## src/clfs_regs.svh

```systemverilog
// Purpose: timing figures, encodings and input positions of the fault sequencer
// Assumes: reference clock given in MHz; times kept in their own unit
// Notes:   cycle counts are derived here; only the nanosecond time needs rounding, and it rounds up
`ifndef CLFS_REGS_SVH
`define CLFS_REGS_SVH

`define CLFS_CLK_MHZ            100
`define CLFS_CYC_PER_MS         (1000 * `CLFS_CLK_MHZ)

`define CLFS_STARTUP_BLANK_MS   100
`define CLFS_OC_BLANK_MS        10
`define CLFS_RETRY_MS           1000
`define CLFS_FAST_OFF_US        1
`define CLFS_FAST_RECOVER_US    400
`define CLFS_IN_SW_ON_US        100
`define CLFS_SLOW_REV_DEB_US    10
`define CLFS_FAST_REV_NS        500

`define CLFS_STARTUP_BLANK_CYC  (`CLFS_STARTUP_BLANK_MS * `CLFS_CYC_PER_MS)
`define CLFS_OC_BLANK_CYC       (`CLFS_OC_BLANK_MS * `CLFS_CYC_PER_MS)
`define CLFS_RETRY_CYC          (`CLFS_RETRY_MS * `CLFS_CYC_PER_MS)
`define CLFS_FAST_OFF_CYC       (`CLFS_FAST_OFF_US * `CLFS_CLK_MHZ)
`define CLFS_FAST_RECOVER_CYC   (`CLFS_FAST_RECOVER_US * `CLFS_CLK_MHZ)
`define CLFS_IN_SW_ON_CYC       (`CLFS_IN_SW_ON_US * `CLFS_CLK_MHZ)
`define CLFS_SLOW_REV_DEB_CYC   (`CLFS_SLOW_REV_DEB_US * `CLFS_CLK_MHZ)
`define CLFS_FAST_REV_CYC       ((`CLFS_FAST_REV_NS * `CLFS_CLK_MHZ + 999) / 1000)

// limit_response_select decoding: 0 short, 1 resistor, 2 or 3 open
`define CLFS_SEL_CONT           2'h0
`define CLFS_SEL_LATCH          2'h1

// positions in the synchroniser vector
`define CLFS_IN_ENABLE          0
`define CLFS_IN_PWR_GOOD        1
`define CLFS_IN_OC              2
`define CLFS_IN_FAST_TRIP       3
`define CLFS_IN_AT_TARGET       4
`define CLFS_IN_OVER_TEMP       5
`define CLFS_IN_SLOW_REV        6
`define CLFS_IN_FAST_REV        7
`define CLFS_IN_SEL_LO          8
`define CLFS_IN_SEL_HI          9
`define CLFS_IN_WIDTH           10

`endif

```

## src/clfs_pkg.sv

```systemverilog
// Purpose: shared types of the fault sequencer
// Assumes: nothing beyond the timing header
// Notes:   encodings left to the tools
`default_nettype none
package clfs_pkg;
    typedef enum logic [2:0] {
        CLFS_OFF, CLFS_STARTUP, CLFS_NORMAL, CLFS_FAULT_WAIT,
        CLFS_RETRY, CLFS_FAST_TRIP, CLFS_LATCHED
    } clfs_state_t;
    typedef enum logic [1:0] {
        CLFS_REV_OK, CLFS_REV_BLOCK, CLFS_REV_RECOVER
    } clfs_rev_t;
    typedef enum logic [1:0] {
        CLFS_MODE_CONT, CLFS_MODE_LATCH, CLFS_MODE_AUTO
    } clfs_mode_t;
endpackage
`default_nettype wire

```

## src/clfs_tmr_if.sv

```systemverilog
// Purpose: run/done pair between the sequencer and one delay counter
// Assumes: single clock domain
// Notes:   run is a level, done a one-cycle pulse
`default_nettype none
interface clfs_tmr_if;
    logic run;
    logic done;
    modport ctrl (output run, input done);
    modport tmr  (input run, output done);
endinterface
`default_nettype wire

```

## src/clfs_timer.sv

```systemverilog
// Purpose: delay counter that fires after LEN consecutive cycles of run
// Assumes: LEN of at least one cycle
// Notes:   dropping run clears the count; after firing it restarts from zero
`default_nettype none
module clfs_timer #(
    parameter int unsigned LEN = 1
) (
    input  wire logic clk_sys,
    input  wire logic resetn,
    clfs_tmr_if.tmr   tif
);
    localparam int unsigned W = $clog2(LEN + 1);

    if (LEN < 1) begin : g_bad_len
        $error("clfs_timer: LEN must be at least one");
    end

    logic [W-1:0] cnt_ff;

    assign tif.done = (cnt_ff == W'(LEN));

    // cleared on a dropped run so a short event never accumulates
    always_ff @(posedge clk_sys or negedge resetn) begin
        if (!resetn) begin
            cnt_ff <= '0;
        end else if (!tif.run || tif.done) begin
            cnt_ff <= '0;
        end else begin
            cnt_ff <= cnt_ff + W'(1);
        end
    end
endmodule
`default_nettype wire

```

## src/clfs_sequencer.sv

```systemverilog
// Purpose: overcurrent, thermal, fast-trip and reverse fault sequencing
// Assumes: comparator and pin inputs are asynchronous and pass two flip-flops
// Notes:   fault pins are open-drain: out held low, oe high while asserting
`default_nettype none
`include "clfs_regs.svh"

module clfs_sequencer
    import clfs_pkg::*;
#(
    parameter int unsigned STARTUP_BLANK_CYC = `CLFS_STARTUP_BLANK_CYC,
    parameter int unsigned OC_BLANK_CYC      = `CLFS_OC_BLANK_CYC,
    parameter int unsigned RETRY_CYC         = `CLFS_RETRY_CYC,
    parameter int unsigned FAST_RECOVER_CYC  = `CLFS_FAST_RECOVER_CYC,
    parameter int unsigned IN_SW_ON_CYC      = `CLFS_IN_SW_ON_CYC,
    parameter int unsigned SLOW_REV_DEB_CYC  = `CLFS_SLOW_REV_DEB_CYC,
    parameter int unsigned FAST_REV_CYC      = `CLFS_FAST_REV_CYC,
    parameter bit          REV_BLOCK_EN      = 1'b1
) (
    input  wire logic       clk_sys,
    input  wire logic       resetn,
    input  wire logic       enable,
    input  wire logic       power_good,
    input  wire logic [1:0] limit_response_select,
    input  wire logic       overcurrent,
    input  wire logic       fast_trip,
    input  wire logic       output_at_target,
    input  wire logic       over_temperature,
    input  wire logic       slow_reverse,
    input  wire logic       fast_reverse,
    output logic            output_switch_on,
    output logic            input_switch_on,
    output logic            forward_fault_out_n,
    output logic            forward_fault_oe,
    output logic            reverse_fault_out_n,
    output logic            reverse_fault_oe
);
    localparam int FAST_OFF_MAX = `CLFS_FAST_OFF_CYC;

    if (FAST_OFF_MAX < 3 || STARTUP_BLANK_CYC < 1 || RETRY_CYC < 1) begin : g_bad_cfg
        $error("clfs_sequencer: delay counts cannot be served");
    end

    // ---------------- input synchroniser
    logic [`CLFS_IN_WIDTH-1:0] sync1_ff;
    logic [`CLFS_IN_WIDTH-1:0] sync2_ff;
    logic [`CLFS_IN_WIDTH-1:0] raw_in;

    assign raw_in = {limit_response_select, fast_reverse, slow_reverse, over_temperature,
                     output_at_target, fast_trip, overcurrent, power_good, enable};

    always_ff @(posedge clk_sys or negedge resetn) begin
        if (!resetn) begin
            sync1_ff <= '0;
            sync2_ff <= '0;
        end else begin
            sync1_ff <= raw_in;
            sync2_ff <= sync1_ff;
        end
    end

    logic       en_ok;
    logic       oc_s;
    logic       fast_s;
    logic       tgt_s;
    logic       ot_s;
    logic       slow_rev_s;
    logic       fast_rev_s;
    logic [1:0] sel_s;
    clfs_mode_t mode;

    assign en_ok      = sync2_ff[`CLFS_IN_ENABLE] && sync2_ff[`CLFS_IN_PWR_GOOD];
    assign oc_s       = sync2_ff[`CLFS_IN_OC];
    assign fast_s     = sync2_ff[`CLFS_IN_FAST_TRIP];
    assign tgt_s      = sync2_ff[`CLFS_IN_AT_TARGET];
    assign ot_s       = sync2_ff[`CLFS_IN_OVER_TEMP];
    assign slow_rev_s = sync2_ff[`CLFS_IN_SLOW_REV];
    assign fast_rev_s = sync2_ff[`CLFS_IN_FAST_REV];
    assign sel_s      = sync2_ff[`CLFS_IN_SEL_HI:`CLFS_IN_SEL_LO];

    always_comb begin
        case (sel_s)
            `CLFS_SEL_CONT:  mode = CLFS_MODE_CONT;
            `CLFS_SEL_LATCH: mode = CLFS_MODE_LATCH;
            default:         mode = CLFS_MODE_AUTO;
        endcase
    end

    // ---------------- delay counters
    clfs_state_t state_ff;
    clfs_state_t nxt_state;
    clfs_rev_t   rev_ff;
    clfs_rev_t   nxt_rev;

    clfs_tmr_if t_start ();
    clfs_tmr_if t_oc ();
    clfs_tmr_if t_retry ();
    clfs_tmr_if t_ftrip ();
    clfs_tmr_if t_srev ();
    clfs_tmr_if t_frev ();
    clfs_tmr_if t_inon ();

    assign t_start.run = (state_ff == CLFS_STARTUP) && !tgt_s;
    assign t_oc.run    = (state_ff == CLFS_NORMAL) && oc_s;
    assign t_retry.run = (state_ff == CLFS_RETRY);
    assign t_ftrip.run = (state_ff == CLFS_FAST_TRIP);
    assign t_srev.run  = slow_rev_s;
    assign t_frev.run  = fast_rev_s;
    assign t_inon.run  = (rev_ff == CLFS_REV_RECOVER);

    clfs_timer #(.LEN(STARTUP_BLANK_CYC)) u_t_start (
        .clk_sys (clk_sys), .resetn (resetn), .tif (t_start));
    clfs_timer #(.LEN(OC_BLANK_CYC)) u_t_oc (
        .clk_sys (clk_sys), .resetn (resetn), .tif (t_oc));
    clfs_timer #(.LEN(RETRY_CYC)) u_t_retry (
        .clk_sys (clk_sys), .resetn (resetn), .tif (t_retry));
    clfs_timer #(.LEN(FAST_RECOVER_CYC)) u_t_ftrip (
        .clk_sys (clk_sys), .resetn (resetn), .tif (t_ftrip));
    clfs_timer #(.LEN(SLOW_REV_DEB_CYC)) u_t_srev (
        .clk_sys (clk_sys), .resetn (resetn), .tif (t_srev));
    clfs_timer #(.LEN(FAST_REV_CYC)) u_t_frev (
        .clk_sys (clk_sys), .resetn (resetn), .tif (t_frev));
    clfs_timer #(.LEN(IN_SW_ON_CYC)) u_t_inon (
        .clk_sys (clk_sys), .resetn (resetn), .tif (t_inon));

    // ---------------- forward sequencing
    logic ret_normal_ff;

    always_comb begin
        nxt_state = state_ff;
        if (!en_ok) begin
            nxt_state = CLFS_OFF;
        end else begin
            case (state_ff)
                CLFS_OFF: begin
                    nxt_state = CLFS_STARTUP;
                end
                CLFS_STARTUP: begin
                    if (fast_s) begin
                        nxt_state = CLFS_FAST_TRIP;
                    end else if (tgt_s) begin
                        nxt_state = CLFS_NORMAL;
                    end else if (t_start.done) begin
                        case (mode)
                            CLFS_MODE_CONT:  nxt_state = CLFS_NORMAL;
                            CLFS_MODE_LATCH: nxt_state = CLFS_LATCHED;
                            default:         nxt_state = CLFS_FAULT_WAIT;
                        endcase
                    end
                end
                CLFS_NORMAL: begin
                    if (fast_s) begin
                        nxt_state = CLFS_FAST_TRIP;
                    end else if (t_oc.done || ot_s) begin
                        case (mode)
                            CLFS_MODE_LATCH: nxt_state = CLFS_LATCHED;
                            CLFS_MODE_AUTO:  nxt_state = CLFS_FAULT_WAIT;
                            default:         nxt_state = CLFS_NORMAL;
                        endcase
                    end
                end
                CLFS_FAULT_WAIT: begin
                    if (!ot_s) begin
                        nxt_state = CLFS_RETRY;
                    end
                end
                CLFS_RETRY: begin
                    if (t_retry.done) begin
                        nxt_state = CLFS_STARTUP;
                    end
                end
                CLFS_FAST_TRIP: begin
                    if (t_ftrip.done) begin
                        nxt_state = ret_normal_ff ? CLFS_NORMAL : CLFS_STARTUP;
                    end
                end
                CLFS_LATCHED: begin
                    nxt_state = CLFS_LATCHED;
                end
                default: begin
                    nxt_state = CLFS_OFF;
                end
            endcase
        end
    end

    always_ff @(posedge clk_sys or negedge resetn) begin
        if (!resetn) begin
            state_ff <= CLFS_OFF;
        end else begin
            state_ff <= nxt_state;
        end
    end

    // where a fast trip returns to; startup restarts its blanking from zero
    always_ff @(posedge clk_sys or negedge resetn) begin
        if (!resetn) begin
            ret_normal_ff <= 1'h0;
        end else if (nxt_state == CLFS_FAST_TRIP && state_ff != CLFS_FAST_TRIP) begin
            ret_normal_ff <= (state_ff == CLFS_NORMAL);
        end
    end

    // thermal shutdown forces the switch off in every conducting state
    logic nxt_out_on;
    assign nxt_out_on = en_ok && !ot_s &&
                        (nxt_state == CLFS_STARTUP || nxt_state == CLFS_NORMAL);

    always_ff @(posedge clk_sys or negedge resetn) begin
        if (!resetn) begin
            output_switch_on <= 1'h0;
        end else begin
            output_switch_on <= nxt_out_on;
        end
    end

    // set wins over release so an event in the release cycle is kept
    logic fwd_set;
    logic fwd_clr;
    assign fwd_set = en_ok && (nxt_state == CLFS_FAULT_WAIT || nxt_state == CLFS_LATCHED ||
                     (state_ff == CLFS_STARTUP && t_start.done) ||
                     (state_ff == CLFS_NORMAL && t_oc.done) ||
                     (ot_s && state_ff != CLFS_OFF));
    assign fwd_clr = !en_ok || (tgt_s && !oc_s && !ot_s &&
                     (state_ff == CLFS_STARTUP || state_ff == CLFS_NORMAL));

    always_ff @(posedge clk_sys or negedge resetn) begin
        if (!resetn) begin
            forward_fault_oe <= 1'h0;
        end else if (fwd_set) begin
            forward_fault_oe <= 1'h1;
        end else if (fwd_clr) begin
            forward_fault_oe <= 1'h0;
        end
    end

    // ---------------- reverse blocking
    logic rev_hit;
    assign rev_hit = REV_BLOCK_EN && (t_srev.done || t_frev.done);

    always_comb begin
        nxt_rev = rev_ff;
        case (rev_ff)
            CLFS_REV_OK: begin
                if (rev_hit) begin
                    nxt_rev = CLFS_REV_BLOCK;
                end
            end
            CLFS_REV_BLOCK: begin
                if (!slow_rev_s && !fast_rev_s) begin
                    nxt_rev = CLFS_REV_RECOVER;
                end
            end
            CLFS_REV_RECOVER: begin
                if (rev_hit) begin
                    nxt_rev = CLFS_REV_BLOCK;
                end else if (t_inon.done) begin
                    nxt_rev = CLFS_REV_OK;
                end
            end
            default: begin
                nxt_rev = CLFS_REV_OK;
            end
        endcase
    end

    always_ff @(posedge clk_sys or negedge resetn) begin
        if (!resetn) begin
            rev_ff <= CLFS_REV_OK;
        end else begin
            rev_ff <= nxt_rev;
        end
    end

    // flag released only once the input switch has had its turn-on time
    always_ff @(posedge clk_sys or negedge resetn) begin
        if (!resetn) begin
            input_switch_on     <= 1'h0;
            reverse_fault_oe    <= 1'h0;
            forward_fault_out_n <= 1'h0;
            reverse_fault_out_n <= 1'h0;
        end else begin
            input_switch_on     <= en_ok && (nxt_rev != CLFS_REV_BLOCK);
            reverse_fault_oe    <= (nxt_rev != CLFS_REV_OK);
            forward_fault_out_n <= 1'h0;
            reverse_fault_out_n <= 1'h0;
        end
    end
endmodule
`default_nettype wire

```

## config.mk

```make
export PLATFORM = sky130hd
export DESIGN_NAME = clfs_sequencer
export DESIGN_NICKNAME = d
export VERILOG_FILES = /design/src/clfs_pkg.sv /design/src/clfs_tmr_if.sv /design/src/clfs_timer.sv /design/src/clfs_sequencer.sv
export VERILOG_INCLUDE_DIRS = /design/src
export SDC_FILE = /design/constraint.sdc
export NUM_CORES = 1
export LEC_CHECK = 0
export BUFFER_PORTS_ARGS = -buffer_cell sky130_fd_sc_hd__buf_2
export CORE_MARGIN = 5
export CORE_UTILIZATION = 50
export CTS_CLUSTER_DIAMETER = 30
export DETAILED_ROUTE_END_ITERATION = 10
export GPL_TIMING_DRIVEN = 0
export PLACE_DENSITY = 0.69
export SYNTH_ARGS = -nofsm -noshare
export SYNTH_HDL_FRONTEND = slang
export SYNTH_SLANG_ARGS = --single-unit
export TNS_END_PERCENT = 1
```

## constraint.sdc

```tcl
create_clock -name clk_sys -period 2.9 [get_ports clk_sys]
set_input_delay 0.58 -clock clk_sys [delete_from_list [all_inputs] [get_ports clk_sys]]
set_output_delay 0.58 -clock clk_sys [all_outputs]
set_load 0.005 [all_outputs]
```

; Word-level counts from Yosys, hierarchy flattened
; Index checks and enable logic that the tools add are counted.
[totals]
reg_bits = 147
latchBits = 0
ram_bits = 0
romBits = 0
mem_count = 0
[op_classes]
addsub = 7
mul = 0
div_mod_pow = 0
magnitude_cmp = 0
n_eq_ne = 25
shifts = 0
n_mux = 28
n_bitwise = 0
n_reduce_logical = 49
[ops]
columns = operator, count
row1 = $add 27x1->27 const B, 1
row2 = $eq 27x27->1 const B, 1
row3 = $mux 27, 1
row4 = $mux 3, 9
row5 = $add 24x1->24 const B, 1
row6 = $eq 24x24->1 const B, 1
row7 = $mux 24, 1
row8 = $pmux 3 s7, 1
row9 = $add 20x1->20 const B, 1
row10 = $eq 20x20->1 const B, 1
row11 = $mux 20, 1
row12 = $add 16x1->16 const B, 1
row13 = $eq 16x16->1 const B, 1
row14 = $logic_or 1x1->1, 16
row15 = $mux 16, 1
row16 = $eq 3x3->1 const B, 5
row17 = $logic_and 1x1->1, 15
row18 = $add 14x1->14 const B, 1
row19 = $eq 14x14->1 const B, 1
row20 = $mux 14, 1
row21 = $eq 3x2->1 const B, 4
row22 = $pmux 3 s2, 2
row23 = $logic_not 1->1, 11
row24 = $add 10x1->10 const B, 1
row25 = other kinds (18), 30

; Depth between registers and ports, before layout
[depth]
ltp_word = 16
mapped_depth = 9

; Modules after synthesis
; Synthesis repeated with hierarchy kept, for this count alone.
[unflattened]
cells_unflattened = 732
area_unflattened_um2 = 7487.2
[modules_own_cells]
columns = mod, instances, cells_each, area_per_inst_um2, seq_area_each_um2
row1 = clfs_timer (u_t_retry), 1, 161, 1506.4, 675.6
row2 = clfs_timer (u_t_start), 1, 132, 1268.7, 600.6
row3 = clfs_sequencer, 1, 101, 1252.5, 750.7
row4 = clfs_timer (u_t_oc), 1, 102, 1044.8, 500.5
row5 = clfs_timer (u_t_ftrip), 1, 85, 830.8, 400.4
row6 = clfs_timer (u_t_inon), 1, 72, 729.4, 350.3
row7 = clfs_timer (u_t_srev), 1, 52, 543.0, 250.2
row8 = clfs_timer (u_t_frev), 1, 27, 311.5, 150.1

; Worst setup path before layout
; OpenSTA, ideal clock, no wires.
[synth_timing]
path_kind = flip-flop to flip-flop
start = register u_t_ftrip.cnt_ff[0]
end = register output_switch_on
arrival_ns = 1.963
t_required_ns = 2.828
setup_slack_ns = 0.865
stages_incl_launch_ff = 10
n_path_buf = 0
period_less_slack_ns = 2.035
cell_sequence = dfrtp_1 -> inv_1 -> ha_1 -> nor4bb_1 -> nand4_1 -> nand3_2 -> nor3b_2 -> o22ai_4 -> or4_1 -> nor2_1
[synth_via]
elab_chain_cells = 7
elab_cells_between_ends = 8
[synth_lines]
columns = element, line
row1 = "start, declared", clfs_timer.sv:18  ; logic [W-1:0] cnt_ff;
row2 = "start signal, assigned", clfs_timer.sv:29  ; cnt_ff <= cnt_ff + W'(1);
row3 = $eq 16x16->1 (*), clfs_timer.sv:20  ; assign tif.done = (cnt_ff == W'(LEN));
row4 = $mux 3 (*), clfs_sequencer.sv:172  ; if (t_ftrip.done) begin
row5 = $pmux 3 s7 (*), clfs_sequencer.sv:133  ; case (state_ff)
row6 = $mux 3 (*), clfs_sequencer.sv:130  ; if (!en_ok) begin
row7 = named net nxt_state[2], clfs_sequencer.sv:90  ; clfs_state_t nxt_state;
row8 = $eq 3x1->1 or $eq 3x2->1 (tied branches), clfs_sequencer.sv:206  ; (nxt_state == CLFS_STARTUP || nxt_state == CLFS_NORMAL);
row9 = $logic_or 1x1->1 (*), clfs_sequencer.sv:206
row10 = $logic_and 1x1->1 (*), clfs_sequencer.sv:205  ; assign nxt_out_on = en_ok && !ot_s &&
row11 = named net nxt_out_on, clfs_sequencer.sv:204  ; logic nxt_out_on;
row12 = "end signal, assigned", clfs_sequencer.sv:212  ; output_switch_on <= nxt_out_on;
row13 = "end, declared", clfs_sequencer.sv:30  ; output logic output_switch_on,
; The timed path passes the listed nets; every way through them passes the cells marked *.
; A chain may end at the register's enable or synchronous reset.

; Worst setup path after layout
[layout_timing]
start = register u_t_retry.cnt_ff[0]
end = register u_t_retry.cnt_ff[24]
[layout_via]
elab_chain_cells = 3
elab_cells_between_ends = 4
[layout_lines]
columns = element, line
row1 = "start, declared", clfs_timer.sv:18
row2 = "start signal, assigned", clfs_timer.sv:29
row3 = "parallel branches: the longest is 2 deep, another holds $add 27x1->27", --
row4 = $mux 27 (*), clfs_timer.sv:26  ; end else if (!tif.run || tif.done) begin
; Every way passes the cells marked *.

==> results.sh <==
export IMPL_drt_initial_drc_count=260
export IMPL_grt_pass1_vias=4881
export IMPL_fin_crit_sh_pct=81.2
export IMPL_root_buffer="clkbuf_16"
export IMPL_p_int_mw=3.31
export IMPL_status="finished, final reports clean"
export IMPL_crit_type="flop to flop"
export IMPL_path_delay_family="simple AND/OR/NAND/NOR gates"
export IMPL_vdd_drop_max_uv=405
export IMPL_htreeDepth=4
export IMPL_drc=0
export IMPL_gp_congestion=0.841
export IMPL_die_area_um2=16200
export IMPL_ys_seq_area_share_pct=53.3
export IMPL_grt_max_degree=96
export IMPL_critical_path_cell_chain="ha_1 -> nand2_1 -> nor3_1 -> nand3_1 -> nor2_1 -> nand3_1 -> xor2_1 -> nor2_1"
export IMPL_synth_top_cell_area_share_pct=53.3
export IMPL_slew_violations=0
export IMPL_fmax_mhz=425
export IMPL_final_antenna_net_count=0
export IMPL_post_cts_buffers=0
export IMPL_hold_path_class="primary input to asynchronous set/reset pin"
export IMPL_dp_hpwl_mm=8.49
export IMPL_setup_viol=0
export IMPL_routedWlPerCell_um=13.6
export IMPL_layout_drive_gt1_share_pct=9.47
export IMPL_path_clk_slew_ns=0.06
export IMPL_antenna_found_initial=0
export IMPL_synth_area_leaders="dfrtp_1 53%, xor2_1 7.9%, nor2_1 7.2%"
export IMPL_power_density_nw_per_um2=545
export IMPL_worst_slew_pin_slew_ns=0.956
export IMPL_synthCells=680
export IMPL_wirelength_mm=12.4
export IMPL_yosysTopAreaCell="dfrtp_1"
export IMPL_clk_latency_ns=0.41
export IMPL_die_h_um=127
export IMPL_final_core_util_pct=56.8
export IMPL_drt_first_pass_iters=4
export IMPL_syn_area_per_cell_um2=10.1
export IMPL_synth_seq_cells=147
export IMPL_grt_ovfl_total=0
export IMPL_rsz0062_at_grt="no"
export IMPL_cts_buffer_depth=2
export IMPL_switchingPower_mw=0.935
export IMPL_critPathArrivalTime_ns=2.64
export IMPL_crit_buf_inv=0
export IMPL_via_per_inst=5.31
export IMPL_grt_pass1_wl_mm=22.2
export IMPL_critPathMaxStageDelay_ns=0.74
export IMPL_synth_edf_count=0
export IMPL_io_pin_count=18
export IMPL_dieWidth_um=127
export IMPL_place_inst=877
export IMPL_power_frac_seq_pct=49.3
export IMPL_cp_max_fo=8
export IMPL_synthFlopType="dfrtp_1"
export IMPL_crit_path_top_delay_cell="nor3_1"
export IMPL_yosysWarnings=0
export IMPL_cp_start_kind="flop"
export IMPL_finalNonFillerCells=909
export IMPL_worstPathRequired_ns=3.18
export IMPL_cts_sinks=147
export IMPL_portBuffers=15
export IMPL_final_hold_viol_count=0
export IMPL_critPathCaptureType="flop"
export IMPL_finalCriticalPeriod_ns=2.36
export IMPL_numCtsBuffers=17
export IMPL_swShare_pct=22.0
export IMPL_tritoncts="yes"
export IMPL_yosysMostFrequentCell="dfrtp_1"
export IMPL_design_core_area_um2=13700
export IMPL_fin_skew_ns=0.0130
export IMPL_vias=4827
export IMPL_leakagePower_nw=3.27
export IMPL_syn_area_um2=6900
export IMPL_combPwrFrac_pct=3.0
export IMPL_async_reset_ff_share_pct=100
export IMPL_synth_common_cells="147 x dfrtp_1, 133 x nor2_1, 62 x xor2_1, 52 x nand3_1"
export IMPL_rows=43
export IMPL_cts_hold_buffers=0
export IMPL_maxCapViolCount=0
export IMPL_cts_resized=0
export IMPL_total_power_mw=4.25
export IMPL_p_clk_share_pct=47.7
export IMPL_synth_distinct_cells=57
export IMPL_nFillCells=1173
export IMPL_relSlewSlack_pct=35.8
export IMPL_nets=742
export IMPL_start_util_pct=50.3
export IMPL_antenna_cells=0
export IMPL_syn2layout_area_growth_pct=12.9
export IMPL_grtUsageTotal_pct=16.5
==> flip-flops by register name, indices dropped and copies added (netlist names), 2 cells and up <==
signal            cells
u_t_retry.cnt_ff     27
u_t_start.cnt_ff     24
u_t_oc.cnt_ff        20
u_t_ftrip.cnt_ff     16
u_t_inon.cnt_ff      14
sync1_ff             10
sync2_ff             10
u_t_srev.cnt_ff      10
u_t_frev.cnt_ff       6
state_ff              3
rev_ff                2
==> area by class of cell <==
type | count | area, µm² | share of cell area, %
Timing Repair Buffer | 16 | 109 | 1.40
Tap cell | 180 | 225 | 2.89
Inverter | 26 | 97.6 | 1.25
Sequential cell | 147 | 3680 | 47.2
Clock inverter | 14 | 111 | 1.43
Clock buffer | 18 | 439 | 5.64
Buffer | 17 | 76.3 | 0.980
Multi-Input combinational cell | 491 | 3050 | 39.2
==> stage by stage <==
step | area, µm² | setup slack (ns) | hold slack [ns] | setup TNS [ns]
floorplan | 6900 | 0.865 | 0.284 | 0
global placement | 7200 | -0.760 | 0.332 | -110.24
detailed placement | 7240 | 0.556 | 0.335 | 0
CTS | 7790 | 0.526 | 0.110 | 0
global route | 7790 | 0.296 | 0.137 | 0
finish | 7790 | 0.544 | 0.115 | 0
==> power by group through the flow <==
stage               Sequential, mW  Clock [mW]  Combinational (mW)
floorplan                     2.13           0              0.0589
global placement              2.13           0               0.118
detailed placement            2.13           0               0.129
CTS                           2.09        2.08               0.130
global route                  2.10        2.17               0.145
finish                        2.09        2.03               0.125
==> layer usage <==
layer	GRT usage, %	share of wire, %
met3	3.85	2.8
met5	0	0
met2	27.4	50
met1	21.4	46
met4	5.43	0.74
==> logic make-up (layout without fill, tap and decap cells) <==
kind of cell	after synthesis	count (layout)	share of synthesized area [%]
AOI/OAI and AO/OA	47	47	4.44
xor gates and xnor gates	96	96	12.2
adders and majority gates	14	14	2.54
buffers and inverters	43	91	2.52
DFF	147	147	53.3
other	1	2	0.0544
and+or+nand+nor	332	332	24.9
==> layout by cell type, fill, tap and decap left out, types with 3 or more instances in the layout <==
master	netlist	final
nor4_1	3	3
or3_1	8	8
nor4bb_1	4	4
dfrtp_1	147	147
nand3_1	52	52
nor3b_1	3	3
a21oi_1	15	15
o21ai_0	12	12
xnor2_1	34	34
nand4_1	19	19
clkbuf_1	10	10
xor2_1	62	62
nor4b_1	4	4
and4_1	5	5
nor2_1	133	133
nand2b_1	6	6
o21a_1	3	3
clkbuf_16	0	17
nor3_1	5	5
clkinv_2	0	8
buf_2	4	18
and3_1	25	25
inv_1	26	26
nand2_1	34	34
nor2b_1	10	10
ha_1	14	14
==> final timing paths <==
kind	slack, ns	start	end	cells after the start
max in group asynchronous	1.97	resetn	u_t_frev.cnt_ff[1]$_DFF_PN0_	2
min reg2reg	0.35	sync1_ff[8]$_DFF_PN0_	sync2_ff[8]$_DFF_PN0_	0
max	0.54	u_t_retry.cnt_ff[0]$_DFF_PN0_	u_t_retry.cnt_ff[24]$_DFF_PN0_	8
min in group clk_sys	0.27	fast_trip	sync1_ff[3]$_DFF_PN0_	1
min	0.12	resetn	u_t_retry.cnt_ff[21]$_DFF_PN0_	1
max reg2reg	0.54	u_t_retry.cnt_ff[0]$_DFF_PN0_	u_t_retry.cnt_ff[24]$_DFF_PN0_	8
==> worst reg2reg max path, cell delays in order (launching register included) <==
cell and delay [ns]:
dfrtp_1 0.40, ha_1 0.23, nand2_1 0.09, nor3_1 0.74, nand3_1 0.18, nor2_1 0.24
nand3_1 0.13, xor2_1 0.17, nor2_1 0.05
Note: power is estimated with default switching activity, not from simulation.
